`src/hw/mad_pkg.sv`:
```
// shared constants, command and flag types for the move-and-add datapath
package mad_pkg;

   // ==========================================================
   // widths and reset values
   localparam int         DATA_W     = 8;
   localparam int         ADDR_W     = 8;
   localparam int         NIB_W      = 4;
   localparam int         FLAG_W     = 4;
   localparam logic [7:0] WORK_INIT  = 8'h00;
   localparam logic [7:0] STACK_INIT = 8'h00;
   localparam logic [7:0] ZERO_BYTE  = 8'h00;
   localparam logic [3:0] FLAG_PAD   = 4'h0;

   // ==========================================================
   // stack layout: work register at the pointer, flags one above
   localparam logic [7:0] STACK_STEP = 8'h02;
   localparam logic [7:0] FLAG_SLOT  = 8'h01;

   // ==========================================================
   // commands from the instruction decoder
   typedef enum logic [3:0] {
      MAD_OP_SETA,
      MAD_OP_MOVMA,
      MAD_OP_LDI,
      MAD_OP_STI,
      MAD_OP_XCH,
      MAD_OP_PUSH,
      MAD_OP_POP,
      MAD_OP_ADDI,
      MAD_OP_ADD_AM,
      MAD_OP_ADD_MA,
      MAD_OP_ADDC_AM,
      MAD_OP_ADDC_MA
   } mad_op_t;

   // flag byte: bit0 zero, bit1 carry, bit2 half carry, bit3 signed range
   typedef struct packed {
      logic signed_range_flag;
      logic half_carry_flag;
      logic carry_flag;
      logic zero_flag;
   } mad_flags_t;

   typedef struct packed {
      mad_op_t    op;
      logic [7:0] addr;
      logic [7:0] imm;
   } mad_cmd_t;

   typedef struct packed {
      logic [7:0] value;
      mad_flags_t flags;
   } mad_sum_t;

   // ==========================================================
   // eight-bit adder with all four status flags
   function automatic mad_sum_t mad_add8(input logic [7:0] a,
                                         input logic [7:0] b,
                                         input logic       cin);
      logic [8:0] full;
      logic [4:0] low;
      mad_sum_t   r;
      full = {1'b0, a} + {1'b0, b} + {8'h00, cin};
      low  = {1'b0, a[NIB_W-1:0]} + {1'b0, b[NIB_W-1:0]} + {4'h0, cin};
      r.value                   = full[DATA_W-1:0];
      r.flags.zero_flag         = (full[DATA_W-1:0] == ZERO_BYTE);
      r.flags.carry_flag        = full[DATA_W];
      r.flags.half_carry_flag   = low[NIB_W];
      r.flags.signed_range_flag = (a[DATA_W-1] == b[DATA_W-1]) &&
                                  (full[DATA_W-1] != a[DATA_W-1]);
      return r;
   endfunction

endpackage

```
`src/hw/mad_datapath.sv`:
```
// move-and-add datapath: indirect moves, exchange, stack save/restore, adds
`timescale 1ns/1ps
// Operation
// - indirect load reads ram into work register
// - indirect store writes work register into ram
// - pointer is ram word, low byte addresses
// - exchange swaps memory and work register
// - save stores register and flags, pointer +2
// - restore drops pointer by 2, reloads both
// - immediate add updates register and four flags
// - memory add into work register, flags updated
// - add into memory, work register kept
// - add with carry into work register
// - add with carry into memory byte
// - zero flag set exactly on zero result
// - carry flag on unsigned carry out
// - half carry from nibble, signed range overflow
module mad_datapath
   import mad_pkg::*;
#(
   parameter int RAM_DEPTH = 256
) (
   // clock and reset
   input  wire logic              clk,
   input  wire logic              rst,
   // decoder command
   input  wire logic              cmd_valid,
   input  wire mad_cmd_t          cmd,
   // stack pointer load
   input  wire logic              stack_load,
   input  wire logic [DATA_W-1:0] stack_load_value,
   // state seen by the core
   output logic      [DATA_W-1:0] work_register,
   output mad_flags_t             flags,
   output logic      [DATA_W-1:0] stack_top_pointer,
   output logic                   busy,
   output logic                   done
);

   typedef enum logic [1:0] {
      MAD_S_IDLE,
      MAD_S_WAIT1,
      MAD_S_WAIT2
   } mad_state_t;

   // ==========================================================
   // registers
   mad_state_t        state_reg, state_next;
   mad_op_t           op_reg, op_next;
   logic [ADDR_W-1:0] addr_reg, addr_next;
   logic [DATA_W-1:0] work_reg, work_next;
   mad_flags_t        flag_reg, flag_next;
   logic [DATA_W-1:0] stack_reg, stack_next;
   logic              busy_reg, busy_next;
   logic              done_reg, done_next;

   // ==========================================================
   // ram port, driven by the sequencer
   logic              ram_we;
   logic [ADDR_W-1:0] ram_addr;
   logic [DATA_W-1:0] ram_wdata;
   logic [DATA_W-1:0] ram_rdata;

   mad_ram #(
      .DEPTH (RAM_DEPTH)
   ) u_ram (
      .clk   (clk),
      .rst   (rst),
      .we    (ram_we),
      .addr  (ram_addr),
      .wdata (ram_wdata),
      .rdata (ram_rdata)
   );

   // ==========================================================
   // decode and adder selection
   wire logic     accept    = cmd_valid && (state_reg == MAD_S_IDLE);
   wire logic     op_carry  = (op_reg == MAD_OP_ADDC_AM) || (op_reg == MAD_OP_ADDC_MA);
   wire logic     op_to_mem = (op_reg == MAD_OP_ADD_MA) || (op_reg == MAD_OP_ADDC_MA);
   wire logic     carry_in  = op_carry && flag_reg.carry_flag;
   wire mad_sum_t imm_sum   = mad_add8(work_reg, cmd.imm, 1'b0);
   wire mad_sum_t mem_sum   = mad_add8(work_reg, ram_rdata, carry_in);
   wire logic [DATA_W-1:0] stack_minus = stack_reg - STACK_STEP;
   wire logic [DATA_W-1:0] stack_plus  = stack_reg + STACK_STEP;

   // ==========================================================
   // sequencer
   always_comb begin
      state_next = state_reg;
      op_next    = op_reg;
      addr_next  = addr_reg;
      work_next  = work_reg;
      flag_next  = flag_reg;
      stack_next = stack_load ? stack_load_value : stack_reg;
      done_next  = 1'b0;
      ram_we     = 1'b0;
      ram_addr   = addr_reg;
      ram_wdata  = work_reg;
      case (state_reg)
         MAD_S_IDLE: begin
            ram_addr = cmd.addr;
            if (accept) begin
               op_next    = cmd.op;
               addr_next  = cmd.addr;
               state_next = MAD_S_WAIT1;
               case (cmd.op)
                  MAD_OP_SETA: begin
                     work_next  = cmd.imm;
                     state_next = MAD_S_IDLE;
                     done_next  = 1'b1;
                  end
                  MAD_OP_MOVMA: begin
                     ram_we     = 1'b1;
                     state_next = MAD_S_IDLE;
                     done_next  = 1'b1;
                  end
                  MAD_OP_ADDI: begin
                     work_next  = imm_sum.value;
                     flag_next  = imm_sum.flags;
                     state_next = MAD_S_IDLE;
                     done_next  = 1'b1;
                  end
                  MAD_OP_PUSH: begin
                     ram_addr = stack_reg;
                     ram_we   = 1'b1;
                  end
                  MAD_OP_POP: begin
                     ram_addr   = stack_minus;
                     stack_next = stack_minus;
                  end
                  default: begin
                     // pointer low byte, any other memory operand
                     ram_addr = cmd.addr;
                  end
               endcase
            end
         end
         MAD_S_WAIT1: begin
            state_next = MAD_S_IDLE;
            done_next  = 1'b1;
            case (op_reg)
               MAD_OP_LDI: begin
                  // the high pointer byte is never fetched, so it cannot alias
                  ram_addr   = ram_rdata[ADDR_W-1:0];
                  state_next = MAD_S_WAIT2;
                  done_next  = 1'b0;
               end
               MAD_OP_STI: begin
                  ram_addr = ram_rdata[ADDR_W-1:0];
                  ram_we   = 1'b1;
               end
               MAD_OP_XCH: begin
                  ram_we   = 1'b1;
                  work_next = ram_rdata;
               end
               MAD_OP_PUSH: begin
                  ram_addr   = stack_reg + FLAG_SLOT;
                  ram_wdata  = {FLAG_PAD, flag_reg};
                  ram_we     = 1'b1;
                  stack_next = stack_plus;
               end
               MAD_OP_POP: begin
                  work_next  = ram_rdata;
                  ram_addr   = stack_reg + FLAG_SLOT;
                  state_next = MAD_S_WAIT2;
                  done_next  = 1'b0;
               end
               MAD_OP_ADD_AM, MAD_OP_ADDC_AM, MAD_OP_ADD_MA, MAD_OP_ADDC_MA: begin
                  flag_next = mem_sum.flags;
                  if (op_to_mem) begin
                     ram_wdata = mem_sum.value;
                     ram_we    = 1'b1;
                  end else begin
                     work_next = mem_sum.value;
                  end
               end
               default: begin
                  state_next = MAD_S_IDLE;
               end
            endcase
         end
         MAD_S_WAIT2: begin
            state_next = MAD_S_IDLE;
            done_next  = 1'b1;
            if (op_reg == MAD_OP_POP) begin
               flag_next = mad_flags_t'(ram_rdata[FLAG_W-1:0]);
            end else begin
               work_next = ram_rdata;
            end
         end
         default: begin
            state_next = MAD_S_IDLE;
         end
      endcase
      busy_next = (state_next != MAD_S_IDLE);
   end

   // ==========================================================
   // state update
   always_ff @(posedge clk or posedge rst) begin
      if (rst) begin
         state_reg <= MAD_S_IDLE;
         op_reg    <= MAD_OP_SETA;
         addr_reg  <= ZERO_BYTE;
         work_reg  <= WORK_INIT;
         flag_reg  <= '0;
         stack_reg <= STACK_INIT;
         busy_reg  <= 1'b0;
         done_reg  <= 1'b0;
      end else begin
         state_reg <= state_next;
         op_reg    <= op_next;
         addr_reg  <= addr_next;
         work_reg  <= work_next;
         flag_reg  <= flag_next;
         stack_reg <= stack_next;
         busy_reg  <= busy_next;
         done_reg  <= done_next;
      end
   end

   assign work_register     = work_reg;
   assign flags             = flag_reg;
   assign stack_top_pointer = stack_reg;
   assign busy              = busy_reg;
   assign done              = done_reg;
endmodule

```
`src/hw/mad_ram.sv`:
```
// single-port data ram with registered read data
`timescale 1ns/1ps
module mad_ram
   import mad_pkg::*;
#(
   parameter int DEPTH = 256
) (
   // clock and reset
   input  wire logic              clk,
   input  wire logic              rst,
   // access port
   input  wire logic              we,
   input  wire logic [ADDR_W-1:0] addr,
   input  wire logic [DATA_W-1:0] wdata,
   output logic      [DATA_W-1:0] rdata
);

   logic [DATA_W-1:0] mem [DEPTH];

   // ==========================================================
   // storage; read data lag the address by one edge
   always_ff @(posedge clk) begin
      if (we) begin
         mem[addr] <= wdata;
      end
   end

   always_ff @(posedge clk or posedge rst) begin
      if (rst) begin
         rdata <= ZERO_BYTE;
      end else begin
         rdata <= mem[addr];
      end
   end

endmodule

```
`config.mk`:
```
export PLATFORM = sky130hd
export DESIGN_NAME = mad_datapath
export DESIGN_NICKNAME = d
export VERILOG_FILES = /design/src/hw/mad_pkg.sv /design/src/hw/mad_datapath.sv /design/src/hw/mad_ram.sv
export SDC_FILE = /design/constraint.sdc
export NUM_CORES = 2
export LEC_CHECK = 0
export ABC_AREA = 1
export BUFFER_PORTS_ARGS = -buffer_cell sky130_fd_sc_hd__buf_2
export CORE_MARGIN = 1.5
export CORE_UTILIZATION = 48
export CTS_CLUSTER_SIZE = 20
export DETAILED_ROUTE_END_ITERATION = 8
export PLACE_DENSITY = 0.66
export SYNTH_ARGS = -nofsm -noshare
export SYNTH_HDL_FRONTEND = slang
export SYNTH_SLANG_ARGS = --single-unit
```
`constraint.sdc`:
```
create_clock -name clk -period 22.8 [get_ports clk]
set_clock_uncertainty 0.1 [all_clocks]
set_input_delay 3.42 -clock clk [delete_from_list [all_inputs] [get_ports clk]]
set_output_delay 3.42 -clock clk [all_outputs]
set_load 0.01 [all_outputs]
```
==> run_results.csv <==
group,metric,value,unit
outcome,outcome,"finished clean",
logic_synthesis,syn-cell-area,90600,um^2
clock_network,htree_levels,4,
worst_setup_path,crit_path_max_incr_delay,0.87,ns
floorplanning,dieArea,191000,um^2
sta,setup_viol,0,
floorplanning,rows,159,
logic_synthesis,ys_async_sr_fraction,2.10,%
logic_synthesis,synth_top_area_share,67.8,%
clock_network,postCtsSetupBuffers,0,
layout,final.fill_count,16400,
sta,timing.final.crit_share,45.6,%
worst_setup_path,crit_arrival,11.07,ns
global_route,grt_overflow,0,
sta,finalHoldViolCount,0,
logic_synthesis,synth_edf_count,2048,
clock_network,cts_buffers,204,
global_route,grt_start_max_net_pins,185,
sta,worstMarginPinSlew,1.33,ns
logic_synthesis,synth.largest_area_cell,"edfxtp_1",
layout,drive_gt1_share,5.42,%
routing,initialDrtViolationCount,7066,
logic_synthesis,synthTopCellsByArea,"edfxtp_1 (68%), nand2_1 (21%), nand3_1 (3.0%)",
global_route,grt_util_all_layers,25.5,%
logic_synthesis,synthFlopType,"edfxtp_1",
worst_setup_path,crit_path_max_fanout,94,
worst_setup_path,crit_type,"in -> reg",
logic_synthesis,synth_fp_nets,9099,
layout,area_growth,9.40,%
logic_synthesis,avgSynthCellArea,10.0,um^2
global_route,antenna_found_initial,2,
routing,met2_length,113000,um
placement,placed_area,92900,um^2
clock_network,clk-insertion-delay-late,0.86,ns
floorplanning,start_util,48.3,%
routing,drt_pre_antenna_iters,6,
clock_network,clock_sinks,2092,
placement,io_buffers,53,
worst_setup_path,path_common_cell,"nand2_1",
clock_network,cts.hold.buffers_added,0,
routing,wl_met3,23600,um
worst_setup_path,endpoint_kind,"register",
routing,ant_nets,0,
hold_path,min_path_type,"reg -> reg",
sta,final.min_clock_period,10.39,ns
floorplanning,ios,54,
layout,nets,8943,
worst_setup_path,critical-path-slowest-cell,"buf_4",
worst_setup_path,worstPathRequired,23.48,ns
logic_synthesis,ys_ff_latch,2092,
layout,largest_register_ffs,2048,
routing,avgViaCountPerCell,5.49,
floorplanning,die_width,438,um
logic_synthesis,yosysWarnings,0,
routing,top_layer,"met4",
sta,rsz0062_at_grt,"no",
routing,wl_met1,102000,um
clock_network,cts_resized,0,
global_route,grt_pass1_wl,374000,um
routing,drc_errors,0,
logic_synthesis,ys_types,45,
sta,maxSlewHeadroom,11.3,%
floorplanning,die_h,438,um
layout,largest-register,"u_ram.mem",
clock_network,clk_pin_slew,0.06,ns
placement,gp_congestion,0.903,
clock_network,tritoncts,"built",
logic_synthesis,syn_inst,9042,
sta,max_freq,96.2,MHz
flow_run,drv_cap,0,
clock_network,cts_root_buffer,"clkbuf_16",
global_route,grt_pass1_vias,60500,
sta,final_max_slew_viol_count,0,
layout,final_common_cell,"nand2_1",
routing,drt_wl_total,246000,um
layout,final_area,99200,um^2
logic_synthesis,ys_seq_area_share,69.1,%
sta,tns,0,ns
placement,hpwl,133000,um
layout,final_cell_mix,"nand2_1 (5057), edfxtp_1 (2048), nand3_1 (545)",
floorplanning,core_area,188000,um^2
worst_setup_path,start_kind,"input port",
clock_network,cts_buffer_depth,3,
routing,wl_per_cell,21.3,um
routing,num_vias,63400,
==> layout make-up <==
cell class | instances | area [um^2] | share of cell area, %
antenna | 4 | 10.0 | 0.0101
clock buffer | 259 | 5350 | 5.40
clock inverter | 120 | 932 | 0.940
inverter | 97 | 388 | 0.391
multi-input combinational | 6345 | 25700 | 25.9
sequential | 2092 | 62600 | 63.1
tap | 2495 | 3120 | 3.15
timing repair buffer | 146 | 1060 | 1.07
==> metal layers <==
| layer | vias to the layer above | track usage (%) |
|---|---|---|
| met5 | - | 0 |
| met4 | 0 | 8.74 |
| met3 | 399 | 4.90 |
| met2 | 3070 | 39.7 |
| met1 | 30400 | 35.8 |
| li1 | 29500 | - |
==> cell families after synthesis <==
group                    count (synthesis)  share of synthesized area (%)
AND/OR/NAND/NOR                       6040                           25.9
flip-flops                            2092                           69.1
buffers and inverters                  605                           2.86
AO/OA/AOI/OAI                          262                           1.61
adder cells (fa/ha/maj)                 25                          0.370
XOR/XNOR                                18                          0.174
==> cell usage after synthesis (25+ instances only) <==
cell	number
o21ai_0	111
buf_2	221
a21oi_1	26
nand2_1	5065
o21ai_1	73
clkbuf_1	252
nor2_1	385
buf_1	25
nand3_1	546
dfrtp_1	44
edfxtp_1	2048
inv_1	85
==> worst max-delay path: cells and delay by family <==
kind | cells | cell delay (ns)
and+or+nand+nor | 19 | 3.11
buffers and inverters | 7 | 4.22
AOI/OAI and AO/OA | 1 | 0.09
==> per-stage QoR <==
stage	hold WS [ns]	cells	setup WS, ns	utilization, %
after global placement	0.363	11200	11.83	49.5
after floorplan	0.349	9042	9.35	-
after global routing	0.418	11600	11.93	52.9
after detailed placement	0.371	11200	11.63	49.5
after CTS	0.385	11600	12.48	52.9
final	0.387	11600	12.41	52.9
==> path summary, 6_finish.rpt <==
| kind | start | endpoint | slack, ns | cells after the start |
|---|---|---|---|---|
| hold / removal | addr_reg[6] | addr_reg[6] | 0.39 | 2 |
| hold reg to reg | addr_reg[6] | addr_reg[6] | 0.39 | 2 |
| setup / recovery | cmd[17] | u_ram.rdata[3] | 12.41 | 27 |
| max in group asynchronous | rst | u_ram.rdata[5] | 19.42 | 3 |
| min in group asynchronous | rst | stack_top_pointer[5] | 2.63 | 3 |
| setup reg to reg | state_reg[1] | u_ram.rdata[3] | 14.35 | 23 |
Power is left out: the tool's default activity adds up to more than one toggle a clock period on the data nets, which glitch-free logic cannot reach.
